### src/diag_pkg.sv
// constants shared by the diagnostic word encoder files
package diag_pkg;
    // widths
    localparam int DIAG_W = 32;
    localparam int ADDR_W = 8;
    localparam int IRQ_W = 4;
    localparam int DUAL_W = 4;
    localparam int TEST_SIG_W = 8;
    localparam int OUT_W = 4;

    // module type codes
    localparam logic [7:0] MOD_SECURE_IO = 8'h02;
    localparam logic [7:0] MOD_GW_A = 8'h03;
    localparam logic [7:0] MOD_GW_B = 8'h04;
    localparam logic [7:0] MOD_GW_C = 8'h05;
    localparam logic [7:0] MOD_RSV_A = 8'h06;
    localparam logic [7:0] MOD_RSV_B = 8'h07;

    // diagnostic bit positions
    localparam int BIT_SELFTEST = 1;
    localparam int BIT_CONFIG = 4;
    localparam int BIT_OUT_SUPPLY = 5;
    localparam int BIT_IN_STATE = 5;
    localparam int BIT_OUT_STATE = 6;
    localparam int BIT_DUAL_BASE = 8;
    localparam int BIT_TEST_SIG_BASE = 16;
    localparam int BIT_SHORT_BASE = 24;

    // register byte offsets
    localparam logic [ADDR_W-1:0] REG_CTRL = 8'h00;
    localparam logic [ADDR_W-1:0] REG_DIAG = 8'h04;
    localparam logic [ADDR_W-1:0] REG_IRQ_STATUS = 8'h08;
    localparam logic [ADDR_W-1:0] REG_IRQ_MASK = 8'h0c;
    localparam logic [ADDR_W-1:0] REG_SENT = 8'h10;

    // control fields and reset
    localparam int CTRL_CODE_LSB = 0;
    localparam int CTRL_INDEX_LSB = 8;
    localparam int CTRL_EN_BIT = 16;
    localparam int CTRL_SEND_BIT = 17;
    localparam logic [7:0] CODE_RESET = 8'h02;
    localparam logic [7:0] INDEX_RESET = 8'h00;
    localparam logic EN_RESET = 1'b1;

    // interrupt bits and reset
    localparam int IRQ_CHANGE = 0;
    localparam int IRQ_NEW_FAULT = 1;
    localparam int IRQ_SENT = 2;
    localparam int IRQ_MISSED = 3;
    localparam logic [IRQ_W-1:0] MASK_RESET = 4'h0;

    typedef enum logic [0:0] {
        ST_IDLE = 1'b0,
        ST_OFFER = 1'b1
    } emcy_state_e;
endpackage

### src/diag_word_map.sv
// maps detector flags onto the 32-bit diagnostic word per module type
`timescale 1ns/1ps
`default_nettype none
module diag_word_map
    import diag_pkg::*;
(
    // selection
    input wire logic [7:0] code_i,
    // detector flags
    input wire logic selftest_fail_i,
    input wire logic config_invalid_i,
    input wire logic out_supply_fault_i,
    input wire logic [DUAL_W-1:0] dual_chan_err_i,
    input wire logic [TEST_SIG_W-1:0] test_sig_fault_i,
    input wire logic [OUT_W-1:0] short_high_i,
    input wire logic [OUT_W-1:0] short_low_i,
    input wire logic in_data_state_i,
    input wire logic out_data_state_i,
    // word
    output logic [DIAG_W-1:0] word_o
);
    logic [DIAG_W-1:0] secure_word;

    // short pairs: after high even, after low odd
    genvar g;
    generate
        for (g = 0; g < OUT_W; g++) begin : g_short
            assign secure_word[BIT_SHORT_BASE+2*g] = short_high_i[g];
            assign secure_word[BIT_SHORT_BASE+2*g+1] = short_low_i[g];
        end
    endgenerate

    assign secure_word[BIT_TEST_SIG_BASE+:TEST_SIG_W] = test_sig_fault_i;
    assign secure_word[15:12] = 4'h0;
    assign secure_word[BIT_DUAL_BASE+:DUAL_W] = dual_chan_err_i;
    assign secure_word[7:6] = 2'h0;
    assign secure_word[BIT_OUT_SUPPLY] = out_supply_fault_i;
    assign secure_word[BIT_CONFIG] = config_invalid_i;
    assign secure_word[3:2] = 2'h0;
    assign secure_word[BIT_SELFTEST] = selftest_fail_i;
    assign secure_word[0] = 1'b0;

    always_comb begin
        word_o = '0;
        case (code_i)
            MOD_SECURE_IO: begin
                word_o = secure_word;
            end
            MOD_GW_A, MOD_GW_B, MOD_GW_C: begin
                word_o[BIT_SELFTEST] = selftest_fail_i;
                word_o[BIT_CONFIG] = config_invalid_i;
                word_o[BIT_IN_STATE] = in_data_state_i;
                word_o[BIT_OUT_STATE] = out_data_state_i;
            end
            MOD_RSV_A, MOD_RSV_B: begin
                word_o[BIT_SELFTEST] = selftest_fail_i;
                word_o[BIT_CONFIG] = config_invalid_i;
            end
            default: begin
                word_o = '0;
            end
        endcase
    end
endmodule
`default_nettype wire

### src/diag_irq_regs.sv
// sticky interrupt status with write-one-to-clear and mask
`timescale 1ns/1ps
`default_nettype none
module diag_irq_regs #(
    parameter int W = 4,
    parameter logic [W-1:0] MASK_INIT = '0
) (
    // clock and reset
    input wire logic clk_i,
    input wire logic rst_n_i,
    // events and software access
    input wire logic [W-1:0] event_i,
    input wire logic [W-1:0] clear_i,
    input wire logic mask_wr_i,
    input wire logic [W-1:0] mask_data_i,
    // state
    output logic [W-1:0] status_o,
    output logic [W-1:0] mask_o,
    output logic irq_o
);
    genvar g;
    generate
        for (g = 0; g < W; g++) begin : g_bit
            // set wins over clear
            always_ff @(posedge clk_i or negedge rst_n_i) begin
                if (!rst_n_i) begin
                    status_o[g] <= 1'b0;
                end else begin
                    status_o[g] <= event_i[g] | (status_o[g] & ~clear_i[g]);
                end
            end
        end
    endgenerate

    always_ff @(posedge clk_i or negedge rst_n_i) begin
        if (!rst_n_i) begin
            mask_o <= MASK_INIT;
        end else if (mask_wr_i) begin
            mask_o <= mask_data_i;
        end
    end

    always_ff @(posedge clk_i or negedge rst_n_i) begin
        if (!rst_n_i) begin
            irq_o <= 1'b0;
        end else begin
            irq_o <= |(status_o & mask_o);
        end
    end
endmodule
`default_nettype wire

### src/diag_status_encoder.sv
// emergency diagnostic word encoder with wishbone registers
//
// How it works
// - secure io type sets bit 1 when internal self-tests failed.
// - every described type sets bit 4 on invalid configuration.
// - secure io type sets bit 5 while output supply out of range.
// - secure io type bits 8 to 11 flag input pair discrepancy.
// - secure io type bits 16 to 23 flag test signal faults.
// - secure io bits 24 to 31 flag output shorts, high then low.
// - gateway types use bit 5 for input data state.
// - gateway types use bit 6 for output data state.
// - bit 0 lands in bottom byte bit 0, bit 31 in top bit 7.
// - all four state bytes are active high.
// - faulting module index byte precedes the four state bytes.
`timescale 1ns/1ps
`default_nettype none
module diag_status_encoder
    import diag_pkg::*;
(
    // clock and reset
    input wire logic REF_CLK_I,
    input wire logic RST_N_I,
    // wishbone slave
    input wire logic WB_CYC_I,
    input wire logic WB_STB_I,
    input wire logic WB_WE_I,
    input wire logic [diag_pkg::ADDR_W-1:0] WB_ADR_I,
    input wire logic [3:0] WB_SEL_I,
    input wire logic [31:0] WB_DAT_I,
    output logic [31:0] WB_DAT_O,
    output logic WB_ACK_O,
    // fault detectors
    input wire logic SELFTEST_FAIL_I,
    input wire logic CONFIG_INVALID_I,
    input wire logic OUT_SUPPLY_FAULT_I,
    input wire logic [diag_pkg::DUAL_W-1:0] DUAL_CHAN_ERR_I,
    input wire logic [diag_pkg::TEST_SIG_W-1:0] TEST_SIG_FAULT_I,
    input wire logic [diag_pkg::OUT_W-1:0] SHORT_HIGH_I,
    input wire logic [diag_pkg::OUT_W-1:0] SHORT_LOW_I,
    input wire logic IN_DATA_STATE_I,
    input wire logic OUT_DATA_STATE_I,
    // emergency framer
    input wire logic EMCY_READY_I,
    output logic EMCY_VALID_O,
    output logic [7:0] FAULTING_MODULE_INDEX_O,
    output logic [7:0] DIAG_STATE_BYTE_TOP_O,
    output logic [7:0] DIAG_STATE_BYTE_UPPER_MID_O,
    output logic [7:0] DIAG_STATE_BYTE_LOWER_MID_O,
    output logic [7:0] DIAG_STATE_BYTE_BOTTOM_O,
    // interrupt
    output logic IRQ_O
);
    import diag_pkg::*;

    // control register fields
    logic [7:0] module_code;
    logic [7:0] module_index;
    logic encode_en;
    logic send_req;

    // diagnostic word path
    logic [DIAG_W-1:0] mapped_word;
    logic [DIAG_W-1:0] diag_word;
    logic [DIAG_W-1:0] sent_word;
    logic [DIAG_W-1:0] next_diag_word;
    logic [7:0] state_byte [4];

    // message handshake
    emcy_state_e state;
    emcy_state_e next_state;
    logic launch;
    logic handed_over;
    logic word_changed;
    logic fault_added;
    logic word_moving;

    // bus decode
    logic bus_req;
    logic wr_strobe;
    logic rd_strobe;
    logic [31:0] next_rdata;
    logic ctrl_wr;
    logic status_wr;
    logic send_wr;
    logic [31:0] lane_data;

    // interrupt block
    logic [IRQ_W-1:0] irq_event;
    logic [IRQ_W-1:0] irq_clear;
    logic [IRQ_W-1:0] irq_status;
    logic [IRQ_W-1:0] irq_mask;
    logic irq_level;
    logic mask_wr;

    // byte lane merge helper
    function automatic logic [31:0] merge_lanes(
        input logic [31:0] old_val,
        input logic [31:0] new_val,
        input logic [3:0] sel
    );
        logic [31:0] res;
        res = old_val;
        for (int i = 0; i < 4; i++) begin
            if (sel[i]) begin
                res[8*i+:8] = new_val[8*i+:8];
            end
        end
        return res;
    endfunction

    // word mapping per module type
    diag_word_map u_map (
        .code_i(module_code),
        .selftest_fail_i(SELFTEST_FAIL_I),
        .config_invalid_i(CONFIG_INVALID_I),
        .out_supply_fault_i(OUT_SUPPLY_FAULT_I),
        .dual_chan_err_i(DUAL_CHAN_ERR_I),
        .test_sig_fault_i(TEST_SIG_FAULT_I),
        .short_high_i(SHORT_HIGH_I),
        .short_low_i(SHORT_LOW_I),
        .in_data_state_i(IN_DATA_STATE_I),
        .out_data_state_i(OUT_DATA_STATE_I),
        .word_o(mapped_word)
    );

    // bus request qualification
    assign bus_req = WB_CYC_I & WB_STB_I & ~WB_ACK_O;
    assign wr_strobe = bus_req & WB_WE_I;
    assign rd_strobe = bus_req & ~WB_WE_I;

    // per-register write strobes
    assign ctrl_wr = wr_strobe && WB_ADR_I == REG_CTRL;
    assign status_wr = wr_strobe && WB_ADR_I == REG_IRQ_STATUS;
    assign send_wr = ctrl_wr && WB_SEL_I[2] && WB_DAT_I[CTRL_SEND_BIT];
    assign lane_data = merge_lanes(32'h0000_0000, WB_DAT_I, WB_SEL_I);

    // acknowledge one cycle after request, dropped next cycle
    always_ff @(posedge REF_CLK_I or negedge RST_N_I) begin
        if (!RST_N_I) begin
            WB_ACK_O <= 1'b0;
        end else begin
            WB_ACK_O <= bus_req;
        end
    end

    // read mux
    always_comb begin
        next_rdata = 32'h0000_0000;
        case (WB_ADR_I)
            REG_CTRL: begin
                next_rdata[CTRL_CODE_LSB+:8] = module_code;
                next_rdata[CTRL_INDEX_LSB+:8] = module_index;
                next_rdata[CTRL_EN_BIT] = encode_en;
            end
            REG_DIAG: begin
                next_rdata = diag_word;
            end
            REG_IRQ_STATUS: begin
                next_rdata[IRQ_W-1:0] = irq_status;
            end
            REG_IRQ_MASK: begin
                next_rdata[IRQ_W-1:0] = irq_mask;
            end
            REG_SENT: begin
                next_rdata = sent_word;
            end
            default: begin
                next_rdata = 32'h0000_0000;
            end
        endcase
    end

    // read data register
    always_ff @(posedge REF_CLK_I or negedge RST_N_I) begin
        if (!RST_N_I) begin
            WB_DAT_O <= 32'h0000_0000;
        end else if (rd_strobe) begin
            WB_DAT_O <= next_rdata;
        end
    end

    // module code, lane 0
    always_ff @(posedge REF_CLK_I or negedge RST_N_I) begin
        if (!RST_N_I) begin
            module_code <= CODE_RESET;
        end else if (ctrl_wr && WB_SEL_I[0]) begin
            module_code <= WB_DAT_I[CTRL_CODE_LSB+:8];
        end
    end

    // module index, lane 1
    always_ff @(posedge REF_CLK_I or negedge RST_N_I) begin
        if (!RST_N_I) begin
            module_index <= INDEX_RESET;
        end else if (ctrl_wr && WB_SEL_I[1]) begin
            module_index <= WB_DAT_I[CTRL_INDEX_LSB+:8];
        end
    end

    // encode enable, lane 2
    always_ff @(posedge REF_CLK_I or negedge RST_N_I) begin
        if (!RST_N_I) begin
            encode_en <= EN_RESET;
        end else if (ctrl_wr && WB_SEL_I[2]) begin
            encode_en <= WB_DAT_I[CTRL_EN_BIT];
        end
    end

    // one-shot resend request, cleared once launched
    always_ff @(posedge REF_CLK_I or negedge RST_N_I) begin
        if (!RST_N_I) begin
            send_req <= 1'b0;
        end else if (send_wr) begin
            send_req <= 1'b1;
        end else if (launch) begin
            send_req <= 1'b0;
        end
    end

    // current word, zero while encoding is off
    assign next_diag_word = encode_en ? mapped_word : '0;

    always_ff @(posedge REF_CLK_I or negedge RST_N_I) begin
        if (!RST_N_I) begin
            diag_word <= '0;
        end else begin
            diag_word <= next_diag_word;
        end
    end

    // handshake toward the framer
    assign word_changed = diag_word != sent_word;
    assign launch = (state == ST_IDLE) & (word_changed | send_req);
    assign handed_over = (state == ST_OFFER) & EMCY_READY_I;

    always_comb begin
        next_state = state;
        case (state)
            ST_IDLE: begin
                if (launch) begin
                    next_state = ST_OFFER;
                end
            end
            ST_OFFER: begin
                if (EMCY_READY_I) begin
                    next_state = ST_IDLE;
                end
            end
            default: begin
                next_state = ST_IDLE;
            end
        endcase
    end

    always_ff @(posedge REF_CLK_I or negedge RST_N_I) begin
        if (!RST_N_I) begin
            state <= ST_IDLE;
        end else begin
            state <= next_state;
        end
    end

    always_ff @(posedge REF_CLK_I or negedge RST_N_I) begin
        if (!RST_N_I) begin
            EMCY_VALID_O <= 1'b0;
        end else begin
            EMCY_VALID_O <= (next_state == ST_OFFER);
        end
    end

    // index byte captured at launch
    always_ff @(posedge REF_CLK_I or negedge RST_N_I) begin
        if (!RST_N_I) begin
            FAULTING_MODULE_INDEX_O <= 8'h00;
        end else if (launch) begin
            FAULTING_MODULE_INDEX_O <= module_index;
        end
    end

    // last offered word
    always_ff @(posedge REF_CLK_I or negedge RST_N_I) begin
        if (!RST_N_I) begin
            sent_word <= '0;
        end else if (launch) begin
            sent_word <= diag_word;
        end
    end

    // message bytes captured at launch, stable while offered
    genvar b;
    generate
        for (b = 0; b < 4; b++) begin : g_byte
            always_ff @(posedge REF_CLK_I or negedge RST_N_I) begin
                if (!RST_N_I) begin
                    state_byte[b] <= 8'h00;
                end else if (launch) begin
                    state_byte[b] <= diag_word[8*b+:8];
                end
            end
        end
    endgenerate

    // byte k of the word, counted from the bottom
    assign DIAG_STATE_BYTE_BOTTOM_O = state_byte[0];
    assign DIAG_STATE_BYTE_LOWER_MID_O = state_byte[1];
    assign DIAG_STATE_BYTE_UPPER_MID_O = state_byte[2];
    assign DIAG_STATE_BYTE_TOP_O = state_byte[3];

    // event terms
    assign fault_added = |(diag_word & ~sent_word);
    assign word_moving = next_diag_word != diag_word;

    // interrupt events
    always_comb begin
        irq_event = '0;
        irq_event[IRQ_CHANGE] = launch & word_changed;
        irq_event[IRQ_NEW_FAULT] = launch & fault_added;
        irq_event[IRQ_SENT] = handed_over;
        irq_event[IRQ_MISSED] = (state == ST_OFFER) & word_moving;
    end

    assign irq_clear = (status_wr && WB_SEL_I[0])
                       ? WB_DAT_I[IRQ_W-1:0] : '0;
    assign mask_wr = wr_strobe && WB_ADR_I == REG_IRQ_MASK && WB_SEL_I[0];

    diag_irq_regs #(
        .W(IRQ_W),
        .MASK_INIT(MASK_RESET)
    ) u_irq (
        .clk_i(REF_CLK_I),
        .rst_n_i(RST_N_I),
        .event_i(irq_event),
        .clear_i(irq_clear),
        .mask_wr_i(mask_wr),
        .mask_data_i(lane_data[IRQ_W-1:0]),
        .status_o(irq_status),
        .mask_o(irq_mask),
        .irq_o(irq_level)
    );

    assign IRQ_O = irq_level;
endmodule
`default_nettype wire

### config.mk
export PLATFORM = sky130hd
export DESIGN_NAME = diag_status_encoder
export DESIGN_NICKNAME = d
export VERILOG_FILES = /design/src/diag_pkg.sv /design/src/diag_word_map.sv /design/src/diag_irq_regs.sv /design/src/diag_status_encoder.sv
export SDC_FILE = /design/constraint.sdc
export NUM_CORES = 1
export LEC_CHECK = 0
export ABC_AREA = 1
export BUFFER_PORTS_ARGS = -buffer_cell sky130_fd_sc_hd__buf_2
export CELL_PAD_IN_SITES_DETAIL_PLACEMENT = 0
export CELL_PAD_IN_SITES_GLOBAL_PLACEMENT = 1
export CORE_MARGIN = 8
export CORE_UTILIZATION = 39
export CTS_BUF_LIST = sky130_fd_sc_hd__clkbuf_16
export DETAILED_ROUTE_END_ITERATION = 16
export GPL_ROUTABILITY_DRIVEN = 0
export HOLD_SLACK_MARGIN = 0.12
export MAX_ROUTING_LAYER = met4
export PLACE_DENSITY_LB_ADDON = 0.08
export SETUP_SLACK_MARGIN = 0.02
export SYNTH_ARGS = -nofsm -noshare
export SYNTH_HDL_FRONTEND = slang
export SYNTH_SLANG_ARGS = --single-unit
### constraint.sdc
create_clock -name REF_CLK_I -period 2.3 [get_ports REF_CLK_I]
set_input_delay 0.46 -clock REF_CLK_I [delete_from_list [all_inputs] [get_ports REF_CLK_I]]
set_output_delay 0.46 -clock REF_CLK_I [all_outputs]
set_load 0.02 [all_outputs]
==> results.py, run 1 <==
metrics = {
    "run_status": {
        "status": "finished, final reports clean",
    },
    "route": {
        "vias": 5192,
        "wl_per_cell_um": 15.92,
        "drtIter0Drc": 299,
        "via_per_inst": 4.839,
        "routed_wl_um": 17080,
        "drc": 0,
        "dr.pass1.iters": 5,
        "ant_nets": 0,
    },
    "placement": {
        "dp_hpwl_um": 12650,
        "port_buffers": 126,
    },
    "final_layout": {
        "final_common_cell": "nand2_1",
        "final_cell_mix": "nand2_1 (212), buf_2 (125), inv_1 (117)",
        "final_nets": 971,
        "syn2layout_area_growth_pct": 26.14,
        "layout-drive-gt1-share_pct": 22.15,
        "n_fill_cell": 1482,
        "diodes": 0,
        "multi_input_area_um2": 2385,
        "seq_area_um2": 2930,
    },
    "sta": {
        "slew_headroom_pct": 66.65,
        "fin_setup_tns_ns": 0,
        "finalCritPeriodShare_pct": 90.12,
        "rsz0062_at_grt": "false",
        "period_needed_ns": 2.073,
        "hold_viol_final": 0,
        "slew_violations": 0,
        "max_freq_mhz": 482.5,
        "tightest_slew_ns": 0.4957,
        "setup_viol": 0,
        "finClkSkew_ns": 0.004315,
    },
    "logic_synthesis": {
        "yosys.area.top_type_share_pct": 48.69,
        "syn_area_um2": 5911,
        "synthTopCellsByArea": "dfrtp_1 (49%), nand2_1 (13%), inv_1 (7.4%)",
        "synth_edf_count": 0,
        "seq_area_frac_synth_pct": 49.58,
        "ys_async_sr_fraction_pct": 100.0,
        "synth_top_area_cell": "dfrtp_1",
        "syn_area_per_cell_um2": 8.075,
        "ys_ff_latch": 117,
        "ys.flop_type": "dfrtp_1",
        "syn_inst": 732,
        "yosys_warnings": 0,
        "synth.distinct_cells": 36,
    },
    "worst_setup_path": {
        "crit_chain": "inv_2 > nor2_2 > nand2_1 > nor2_2 > buf_12 > nand2_4 > nor2_2 > xor2_1 > nand3b_1 > nor2_1 > nand2_1 > nand2_1 > nand2_1",
        "path_class": "flip-flop to flip-flop",
        "slowest_delay_ns": 0.57,
        "endpoint_kind": "flip-flop",
        "critical_path_required_ns": 2.60,
        "arrival_ns": 2.38,
        "critPathLaunchType": "flip-flop",
        "worstPathMaxFanout": 29,
        "slowest_stage": "dfstp_2",
        "cp_common_cell": "nand2_1",
    },
    "pwr": {
        "power_frac_comb_pct": 4.4,
        "p_clk_share_pct": 53.6,
        "p_sw_share_pct": 22.69,
        "power_switching_w": 0.001124,
        "internal-power_w": 0.003831,
        "p_total_w": 0.004955,
        "p_leak_nw": 4.083,
        "peakVddDrop_v": 0.0004586,
        "sequentialPowerShare_pct": 42.0,
        "power.density_nw_per_um2": 664.6,
    },
    "floorplanning": {
        "start_util_pct": 39.32,
        "dieArea_um2": 19350,
        "core_region_area_um2": 15030,
        "pin_count": 150,
        "die_w_um": 139.1,
        "die_height_um": 139.1,
        "fp-row-count": 45,
    },
    "flow_run": {
        "cap_violations": 0,
    },
    "grt": {
        "grt_pass1_wl_um": 27760,
        "grt_max_degree": 44,
        "overflow": 0,
        "antenna_found_initial": 0,
        "grt_pass1_vias": 5342,
        "grt.total_usage_pct": 18.63,
    },
    "clocking": {
        "clk_latency_ns": 0.42,
        "cts_setup_buffers": 0,
        "numCtsBuffers": 17,
        "cts.sinks": 117,
        "htreeDepth": 4,
        "clockBufferDepth": 2,
        "clkTransAtPathRegs_ns": 0.05,
        "cts_root_buf": "clkbuf_16",
        "cts_tree": "yes",
    },
    "min_path": {
        "hp-class": "primary input to flip-flop",
    },
}
==> final timing paths <==
path / end / depth (start not counted) / from / slack (ns)
hold / removal: EMCY_VALID_O / 2 / EMCY_READY_I / 0.24
setup reg to reg: u_irq.status_o[3] / 13 / module_code[1] / 0.23
max in group asynchronous: sent_word[23] / 3 / RST_N_I / 1.19
hold reg to reg: WB_DAT_O[18] / 2 / WB_DAT_O[18] / 0.47
min in group asynchronous: WB_DAT_O[0] / 2 / RST_N_I / 0.42
setup / recovery: u_irq.status_o[3] / 13 / module_code[1] / 0.23
==> per-stage QoR <==
step / setup slack [ns] / instances / utilization (%) / instance area, um2 / hold WS (ns)
detailed placement: 0.2082 / 1040 / 45.60 / 6855 / 0.3057
CTS: 0.1864 / 1073 / 49.60 / 7456 / 0.2242
floorplan: 0.3351 / 739 / - / 5937 / 0.1644
finish: 0.2273 / 1073 / 49.60 / 7456 / 0.2350
global route: 0.02905 / 1073 / 49.60 / 7456 / 0.2274
global placement: 0.2180 / 1040 / 45.60 / 6855 / 0.3037
==> critical path, delay by kind of cell (launching register included) <==
family	cells	cell delay (ns)
AND/OR/NAND/NOR	10	0.94
XOR/XNOR	1	0.18
flip-flops	1	0.57
buffers and inverters	2	0.26
==> flip-flops by register name (all words and copies together) (netlist names), 4 cells and up <==
register and cells:
module_index 8, module_code 8, DIAG_STATE_BYTE_TOP_O 7, WB_DAT_O 32, u_irq.mask_o 4, DIAG_STATE_BYTE_UPPER_MID_O 7, u_irq.status_o 4, sent_word 10
FAULTING_MODULE_INDEX_O 8, diag_word 24
==> cells by family (layout without fill, tap and decap cells) <==
family	count (synthesis)	count (layout)	synth area share, %
flip-flops	117	117	49.58
multiplexers	3	3	0.5715
XOR/XNOR	3	3	0.4446
other	1	8	0.06344
buffers and inverters	152	298	10.71
adder cells (fa/ha/maj)	24	24	5.080
AO/OA/AOI/OAI	116	116	10.44
AND/OR/NAND/NOR	316	316	23.12
==> synthesized netlist by cell type (2+ instances only) <==
library cell and count:
a21oi_1 21, buf_2 11, buf_4 8, clkbuf_1 12, dfrtp_1 115, dfstp_2 2, ha_1 24, inv_1 116
inv_2 3, mux2_2 3, nand2_1 212, nand3_1 30, nand4_1 16, nor2_1 35, nor2_2 4, nor3_2 2
nor4_1 7, o21ai_0 65, o21ai_1 5, o22ai_1 23, xor2_1 3
==> timing repair <==
action                    4_1_cts  5_1_grt
hold endpoints to repair        7        0
hold buffers                    1        0
resized for setup               0        0
==> metal layers <==
| layer | track usage (%) | share of wire, % |
|---|---|---|
| met2 | 27.83 | 44 |
| met5 | - | 0 |
| met4 | 6.355 | 1.3 |
| met3 | 4.854 | 5.8 |
| met1 | 24.08 | 49 |
==> power groups by stage <==
stage | combinational (W) | sequential [W] | clock, W
floorplan | 0.0000760 | 0.00213 | 0
global placement | 0.000218 | 0.00212 | 0
detailed placement | 0.000220 | 0.00212 | 0
CTS | 0.000222 | 0.00208 | 0.00270
global route | 0.000245 | 0.00208 | 0.00280
finish | 0.000217 | 0.00208 | 0.00266
==> cell type report <==
type | instances | share of cell area, %
inverter | 119 | 5.991
sequential | 117 | 39.30
clock buffer | 17 | 5.706
multi-input combinational | 470 | 31.99
clock inverter | 15 | 2.215
timing repair buffer | 147 | 11.65
tap | 188 | 3.155
(Power assumes the default switching activity.)
==> run 2, diff against run 1 <==
--- a/config.mk
+++ b/config.mk
@@ -7,7 +7,7 @@
 export LEC_CHECK = 0
 export ABC_AREA = 1
 export BUFFER_PORTS_ARGS = -buffer_cell sky130_fd_sc_hd__buf_2
-export CELL_PAD_IN_SITES_DETAIL_PLACEMENT = 0
+export CELL_PAD_IN_SITES_DETAIL_PLACEMENT = 1
 export CELL_PAD_IN_SITES_GLOBAL_PLACEMENT = 1
 export CORE_MARGIN = 8
 export CORE_UTILIZATION = 39
==> run 2 against run 1 <==
Against the previous run: global-route usage is 1.7 points higher; power is 1.5% higher; hold slack better by 0.0054 ns; sequential share of layout area is 0.95 points lower; clock power is 2% higher; setup slack worse by 0.073 ns; die area stayed put; core utilization is 1.2 points higher; largest power group unchanged; non-clock buffer count is 12 higher; highest routed layer unchanged; critical path depth is 3 lower; clock skew hardly changed; cell area is 2.5% higher.
==> results.py, run 2 (synthesized netlist as in run 1, its figures left out) <==
metrics = {
    "pwr": {
        "peakVddDrop_v": 0.0004956,
        "p_clk_share_pct": 54.1,
        "sequentialPowerShare_pct": 41.5,
        "power_switching_w": 0.001108,
        "power.density_nw_per_um2": 658.6,
        "p_sw_share_pct": 22.03,
        "p_leak_nw": 4.190,
        "power_frac_comb_pct": 4.4,
        "internal-power_w": 0.003923,
    },
    "route": {
        "drc": 0,
        "wl_per_cell_um": 17.93,
        "via_per_inst": 5.028,
        "dr.pass1.iters": 4,
        "ant_nets": 0,
        "drtIter0Drc": 266,
        "vias": 5450,
        "routed_wl_um": 19430,
    },
    "clocking": {
        "numCtsBuffers": 17,
        "cts_root_buf": "clkbuf_16",
        "clkTransAtPathRegs_ns": 0.06,
        "cts_tree": "yes",
        "cts.sinks": 117,
        "clockBufferDepth": 2,
        "htreeDepth": 4,
        "clk_latency_ns": 0.42,
    },
    "min_path": {
        "hp-class": "primary input to flip-flop",
        "holdPathStages": 2,
        "worstHoldStart": "EMCY_READY_I",
        "worstHoldEndpoint": "EMCY_VALID_O",
    },
    "final_layout": {
        "syn2layout_area_growth_pct": 29.25,
        "reg_top3": "WB_DAT_O: 32 flops, diag_word: 24 flops, sent_word: 10 flops",
        "final_common_cell": "nand2_1",
        "final_cell_mix": "nand2_1 (210), buf_2 (125), inv_1 (118)",
        "layout-drive-gt1-share_pct": 23.33,
        "diodes": 0,
        "final_nets": 983,
        "regMostFlops": "WB_DAT_O",
        "largest_reg_flops": 32,
        "fin_area_um2": 7640,
    },
    "sta": {
        "max_freq_mhz": 465.9,
        "hold_ws_ns": 0.2405,
        "slew_violations": 0,
        "rsz0062_at_grt": "true",
        "setup_viol": 0,
        "finalCritPeriodShare_pct": 93.31,
        "finClkSkew_ns": 0.004458,
        "period_needed_ns": 2.146,
        "setup_slack_ns": 0.1538,
        "hold_viol_final": 0,
    },
    "grt": {
        "grt_pass1_wl_um": 30660,
        "overflow": 0,
        "grt_pass1_vias": 5881,
        "antenna_found_initial": 0,
        "grt_max_degree": 44,
        "grt.total_usage_pct": 20.36,
    },
    "floorplanning": {
        "core_region_area_um2": 15030,
        "die_height_um": 139.1,
        "dieArea_um2": 19350,
        "pin_count": 150,
        "start_util_pct": 39.32,
        "die_w_um": 139.1,
        "fp-row-count": 45,
    },
    "worst_setup_path": {
        "endpoint_kind": "flip-flop",
        "rrSetupSlack_ns": 0.15,
        "r2r_start": "DIAG_STATE_BYTE_TOP_O[0]",
        "arrival_ns": 2.44,
        "path_class": "flip-flop to flip-flop",
        "worstPathMaxFanout": 18,
        "cp-startpoint": "DIAG_STATE_BYTE_TOP_O[0]",
        "critical_path_required_ns": 2.59,
        "r2r-end": "sent_word[6]",
        "rr_worst_depth": 10,
        "critPathLaunchType": "flip-flop",
    },
    "placement": {
        "dpl_cell_area_um2": 6855,
        "dp_hpwl_um": 13960,
        "place_ws_ns": 0.1431,
        "port_buffers": 126,
    },
    "flow_run": {
        "cap_violations": 0,
    },
    "run_status": {
        "status": "finished, final reports clean",
    },
}
## run 2: changes by cell type in the layout (fill, tap and decap cells not counted), sizes merged
cell	change
inv	+1
buf	+9
clkbuf	+3
clkinvlp	-2
clkinv	-1
bufinv	+1
## run 2: metrics by stage
| step | TNS [ns] | util, % | std cells | power, W |
|---|---|---|---|---|
| CTS | 0 | 49.62 | 1072 | 0.005070 |
| floorplan | 0 | - | 739 | 0.002205 |
| global route | -0.01288 | 50.82 | 1084 | 0.005181 |
| finish | 0 | 50.82 | 1084 | 0.005032 |
| global placement | 0 | 45.60 | 1040 | 0.002337 |
| detailed placement | 0 | 45.60 | 1040 | 0.002345 |
## run 2: worst max-delay path by stage
stage | endpoint | slack [ns] | depth (start not counted)
global route | u_irq.status_o[3] | -0.01 | 16
finish | sent_word[6] | 0.15 | 10
floorplan | DIAG_STATE_BYTE_TOP_O[0] | 0.34 | 10
global placement | u_irq.status_o[3] | 0.22 | 13
CTS | FAULTING_MODULE_INDEX_O[1] | 0.09 | 10
detailed placement | FAULTING_MODULE_INDEX_O[4] | 0.14 | 10
## run 2: layer usage
| metal | track usage (%) | vias up | share of wire (%) |
|---|---|---|---|
| met5 | - | - | 0 |
| met4 | 6.124 | 0 | 1.3 |
| met3 | 4.785 | 21 | 3.8 |
| met2 | 32.65 | 122 | 47 |
| met1 | 25.12 | 2674 | 48 |
| li1 | - | 2633 | - |
## run 2: final cells by class
type	count	area, um2
sequential	117	2930
clock inverter	14	168.9
inverter	119	446.7
fill	1821	7393
clock buffer	17	425.4
multi-input combinational	470	2406
tap	188	235.2
timing repair buffer	159	1027
## run 2: what timing repair did
item | CTS | global route
buffers inserted | 0 | 9
endpoints found under the setup margin | 0 | 8
hold buffers | 1 | 0
endpoints found under the hold margin | 7 | 0
resized for setup | 0 | 7
## run 2: power by group through the flow
stage | clock [W] | sequential (W) | combinational [W]
finish | 0.00272 | 0.00209 | 0.000222
global route | 0.00285 | 0.00209 | 0.000249
CTS | 0.00276 | 0.00209 | 0.000226
detailed placement | 0 | 0.00212 | 0.000224
global placement | 0 | 0.00212 | 0.000218
floorplan | 0 | 0.00213 | 0.0000760
## run 2: worst max-delay path, cell delays in order, from the launching register on
cell and delay, ns:
dfrtp_1 0.36, inv_1 0.07, ha_1 0.27, nand4_1 0.15
nor4_2 0.34, buf_4 0.17, nand2_2 0.07, o21ai_4 0.17
buf_12 0.15, clkbuf_16 0.18, o21ai_0 0.09
==> run 3, diff against run 2 <==
--- a/config.mk
+++ b/config.mk
@@ -16,7 +16,7 @@
 export GPL_ROUTABILITY_DRIVEN = 0
 export HOLD_SLACK_MARGIN = 0.12
 export MAX_ROUTING_LAYER = met4
-export PLACE_DENSITY_LB_ADDON = 0.08
+export PLACE_DENSITY = 0.87
 export SETUP_SLACK_MARGIN = 0.02
 export SYNTH_ARGS = -nofsm -noshare
 export SYNTH_HDL_FRONTEND = slang
==> run 3 against run 2 <==
Against the previous run: critical endpoint is now u_irq.status_o[3]; critical path depth up 3; global-route usage up 1.2 points; cell area down 1.7%; maximum frequency down 1.7%; sequential cell count unchanged; first-iteration DRC count up 16%; cell count down 0.65%; sequential share of layout area up 0.68 points; critical path type unchanged; combinational power about the same; power down 2.3%; sequential power about the same; hold slack better by 0.0079 ns.
==> results.py, run 3 (synthesized netlist as in run 1, its figures left out) <==
metrics = {
    "floorplanning": {
        "core_region_area_um2": 15030,
        "start_util_pct": 39.32,
        "fp-row-count": 45,
        "die_w_um": 139.1,
        "pin_count": 150,
        "dieArea_um2": 19350,
        "die_height_um": 139.1,
    },
    "final_layout": {
        "final_common_cell": "nand2_1",
        "reg_top3": "WB_DAT_O: 32 flops, diag_word: 24 flops, sent_word: 10 flops",
        "final_util_pct": 49.94,
        "seq_area_um2": 2930,
        "final_cell_mix": "nand2_1 (211), buf_2 (125), inv_1 (120)",
        "multi_input_area_um2": 2402,
        "largest_reg_flops": 32,
        "layout-drive-gt1-share_pct": 22.32,
        "n_fill_cell": 1824,
        "regMostFlops": "WB_DAT_O",
        "final_nets": 973,
        "syn2layout_area_growth_pct": 27.01,
    },
    "worst_setup_path": {
        "path_class": "flip-flop to flip-flop",
        "slowest_delay_ns": 0.57,
        "cp_top_family": "simple AND/OR/NAND/NOR gates",
        "critical_path_required_ns": 2.61,
        "critPathLaunchType": "flip-flop",
        "slowest_stage": "dfstp_2",
        "endpoint_kind": "flip-flop",
        "cp_common_cell": "nand2_1",
        "cp_num_buf_inv": 2,
        "arrival_ns": 2.49,
        "worstPathMaxFanout": 12,
        "crit_chain": "inv_2 > nor2_2 > nand2_1 > nor2_4 > buf_12 > nand2_4 > nor2_2 > xor2_2 > nand3b_1 > nor2_2 > nand2_1 > nand2_1 > nand2_1",
    },
    "sta": {
        "finalCritPeriodShare_pct": 94.91,
        "slew_headroom_pct": 66.68,
        "slew_violations": 0,
        "finClkSkew_ns": 0.01126,
        "fin_setup_tns_ns": 0,
        "max_freq_mhz": 458.1,
        "period_needed_ns": 2.183,
        "hold_viol_final": 0,
        "tightest_slew_ns": 0.4991,
        "rsz0062_at_grt": "false",
        "setup_viol": 0,
    },
    "grt": {
        "grt_pass1_wl_um": 31660,
        "grt_pass1_vias": 5903,
        "overflow": 0,
        "antenna_found_initial": 2,
        "grt_max_degree": 45,
        "grt.total_usage_pct": 21.55,
    },
    "route": {
        "routed_wl_um": 19980,
        "vias": 5491,
        "wl_per_cell_um": 18.55,
        "drc": 0,
        "dr.pass1.iters": 4,
        "ant_nets": 0,
        "drtIter0Drc": 309,
        "via_per_inst": 5.098,
    },
    "pwr": {
        "peakVddDrop_v": 0.0005076,
        "p_total_w": 0.004917,
        "p_leak_nw": 4.121,
        "power.density_nw_per_um2": 654.9,
    },
    "clocking": {
        "clk_latency_ns": 0.43,
        "cts.sinks": 117,
        "cts_root_buf": "clkbuf_16",
        "clkTransAtPathRegs_ns": 0.05,
        "cts_tree": "yes",
        "clockBufferDepth": 2,
        "htreeDepth": 4,
        "numCtsBuffers": 17,
    },
    "placement": {
        "port_buffers": 126,
        "dp_hpwl_um": 14250,
    },
    "min_path": {
        "hp-class": "primary input to flip-flop",
    },
    "flow_run": {
        "cap_violations": 0,
    },
    "run_status": {
        "status": "finished, final reports clean",
    },
}
## run 3: cell count changes in the layout (fill, tap and decap cells not counted), moves of 2 or more
cell / change
buf_4: -7
clkbuf_16: -2
clkinv_1: -2
clkinv_2: +2
diode_2: +2
inv_1: +2
## run 3: layer usage
layer | up-vias | wire [um] | track usage, %
li1 | 2610 | - | -
met1 | 2702 | 8457 | 24.45
met2 | 148 | 10050 | 35.94
met3 | 31 | 1093 | 6.059
met4 | 0 | 382 | 7.568
met5 | - | 0 | -
## run 3: what timing repair did
action                                  in CTS  in global routing
hold endpoints to repair                    34                  0
buffers inserted                             0                  1
gates resized for setup                      0                  4
endpoints found under the setup margin       0                  1
hold buffers                                 1                  0
## run 3: stage by stage
step | hold slack [ns] | setup slack [ns] | cell area (um2) | cells
finish | 0.2484 | 0.1171 | 7507 | 1077
global route | 0.2513 | 0.001709 | 7507 | 1077
floorplan | 0.1644 | 0.3351 | 5937 | 739
detailed placement | 0.4584 | 0.1156 | 6868 | 1040
global placement | 0.4585 | 0.1636 | 6868 | 1040
CTS | 0.2298 | 0.07560 | 7452 | 1073
## run 3: where the power goes
part | total (W) | leakage [nW] | switching [W] | internal (W)
clock network | 0.00261 | 0.295 | 0.000942 | 0.00167
registers | 0.00208 | 1.56 | 0.00000918 | 0.00207
logic | 0.000225 | 2.27 | 0.000151 | 0.0000739
## run 3: final cells by class
cell class / instances / area share [%]
sequential: 117 / 39.03
multi-input combinational: 470 / 32.00
timing repair buffer: 149 / 12.17
inverter: 119 / 5.950
clock buffer: 17 / 5.667
tap: 188 / 3.133
clock inverter: 15 / 1.983
antenna: 2 / 0.06667
## run 3: final timing paths
| check | start | cells past startpoint | to | slack, ns |
|---|---|---|---|---|
| worst max-delay path | module_code[1] | 13 | u_irq.status_o[3] | 0.12 |
| worst min-delay path | EMCY_READY_I | 2 | EMCY_VALID_O | 0.25 |
| worst max register to register | module_code[1] | 13 | u_irq.status_o[3] | 0.12 |
| worst min register to register | WB_DAT_O[21] | 2 | WB_DAT_O[21] | 0.48 |
| max in group asynchronous | RST_N_I | 3 | module_code[1] | 1.05 |
| min in group asynchronous | RST_N_I | 2 | FAULTING_MODULE_INDEX_O[7] | 0.56 |
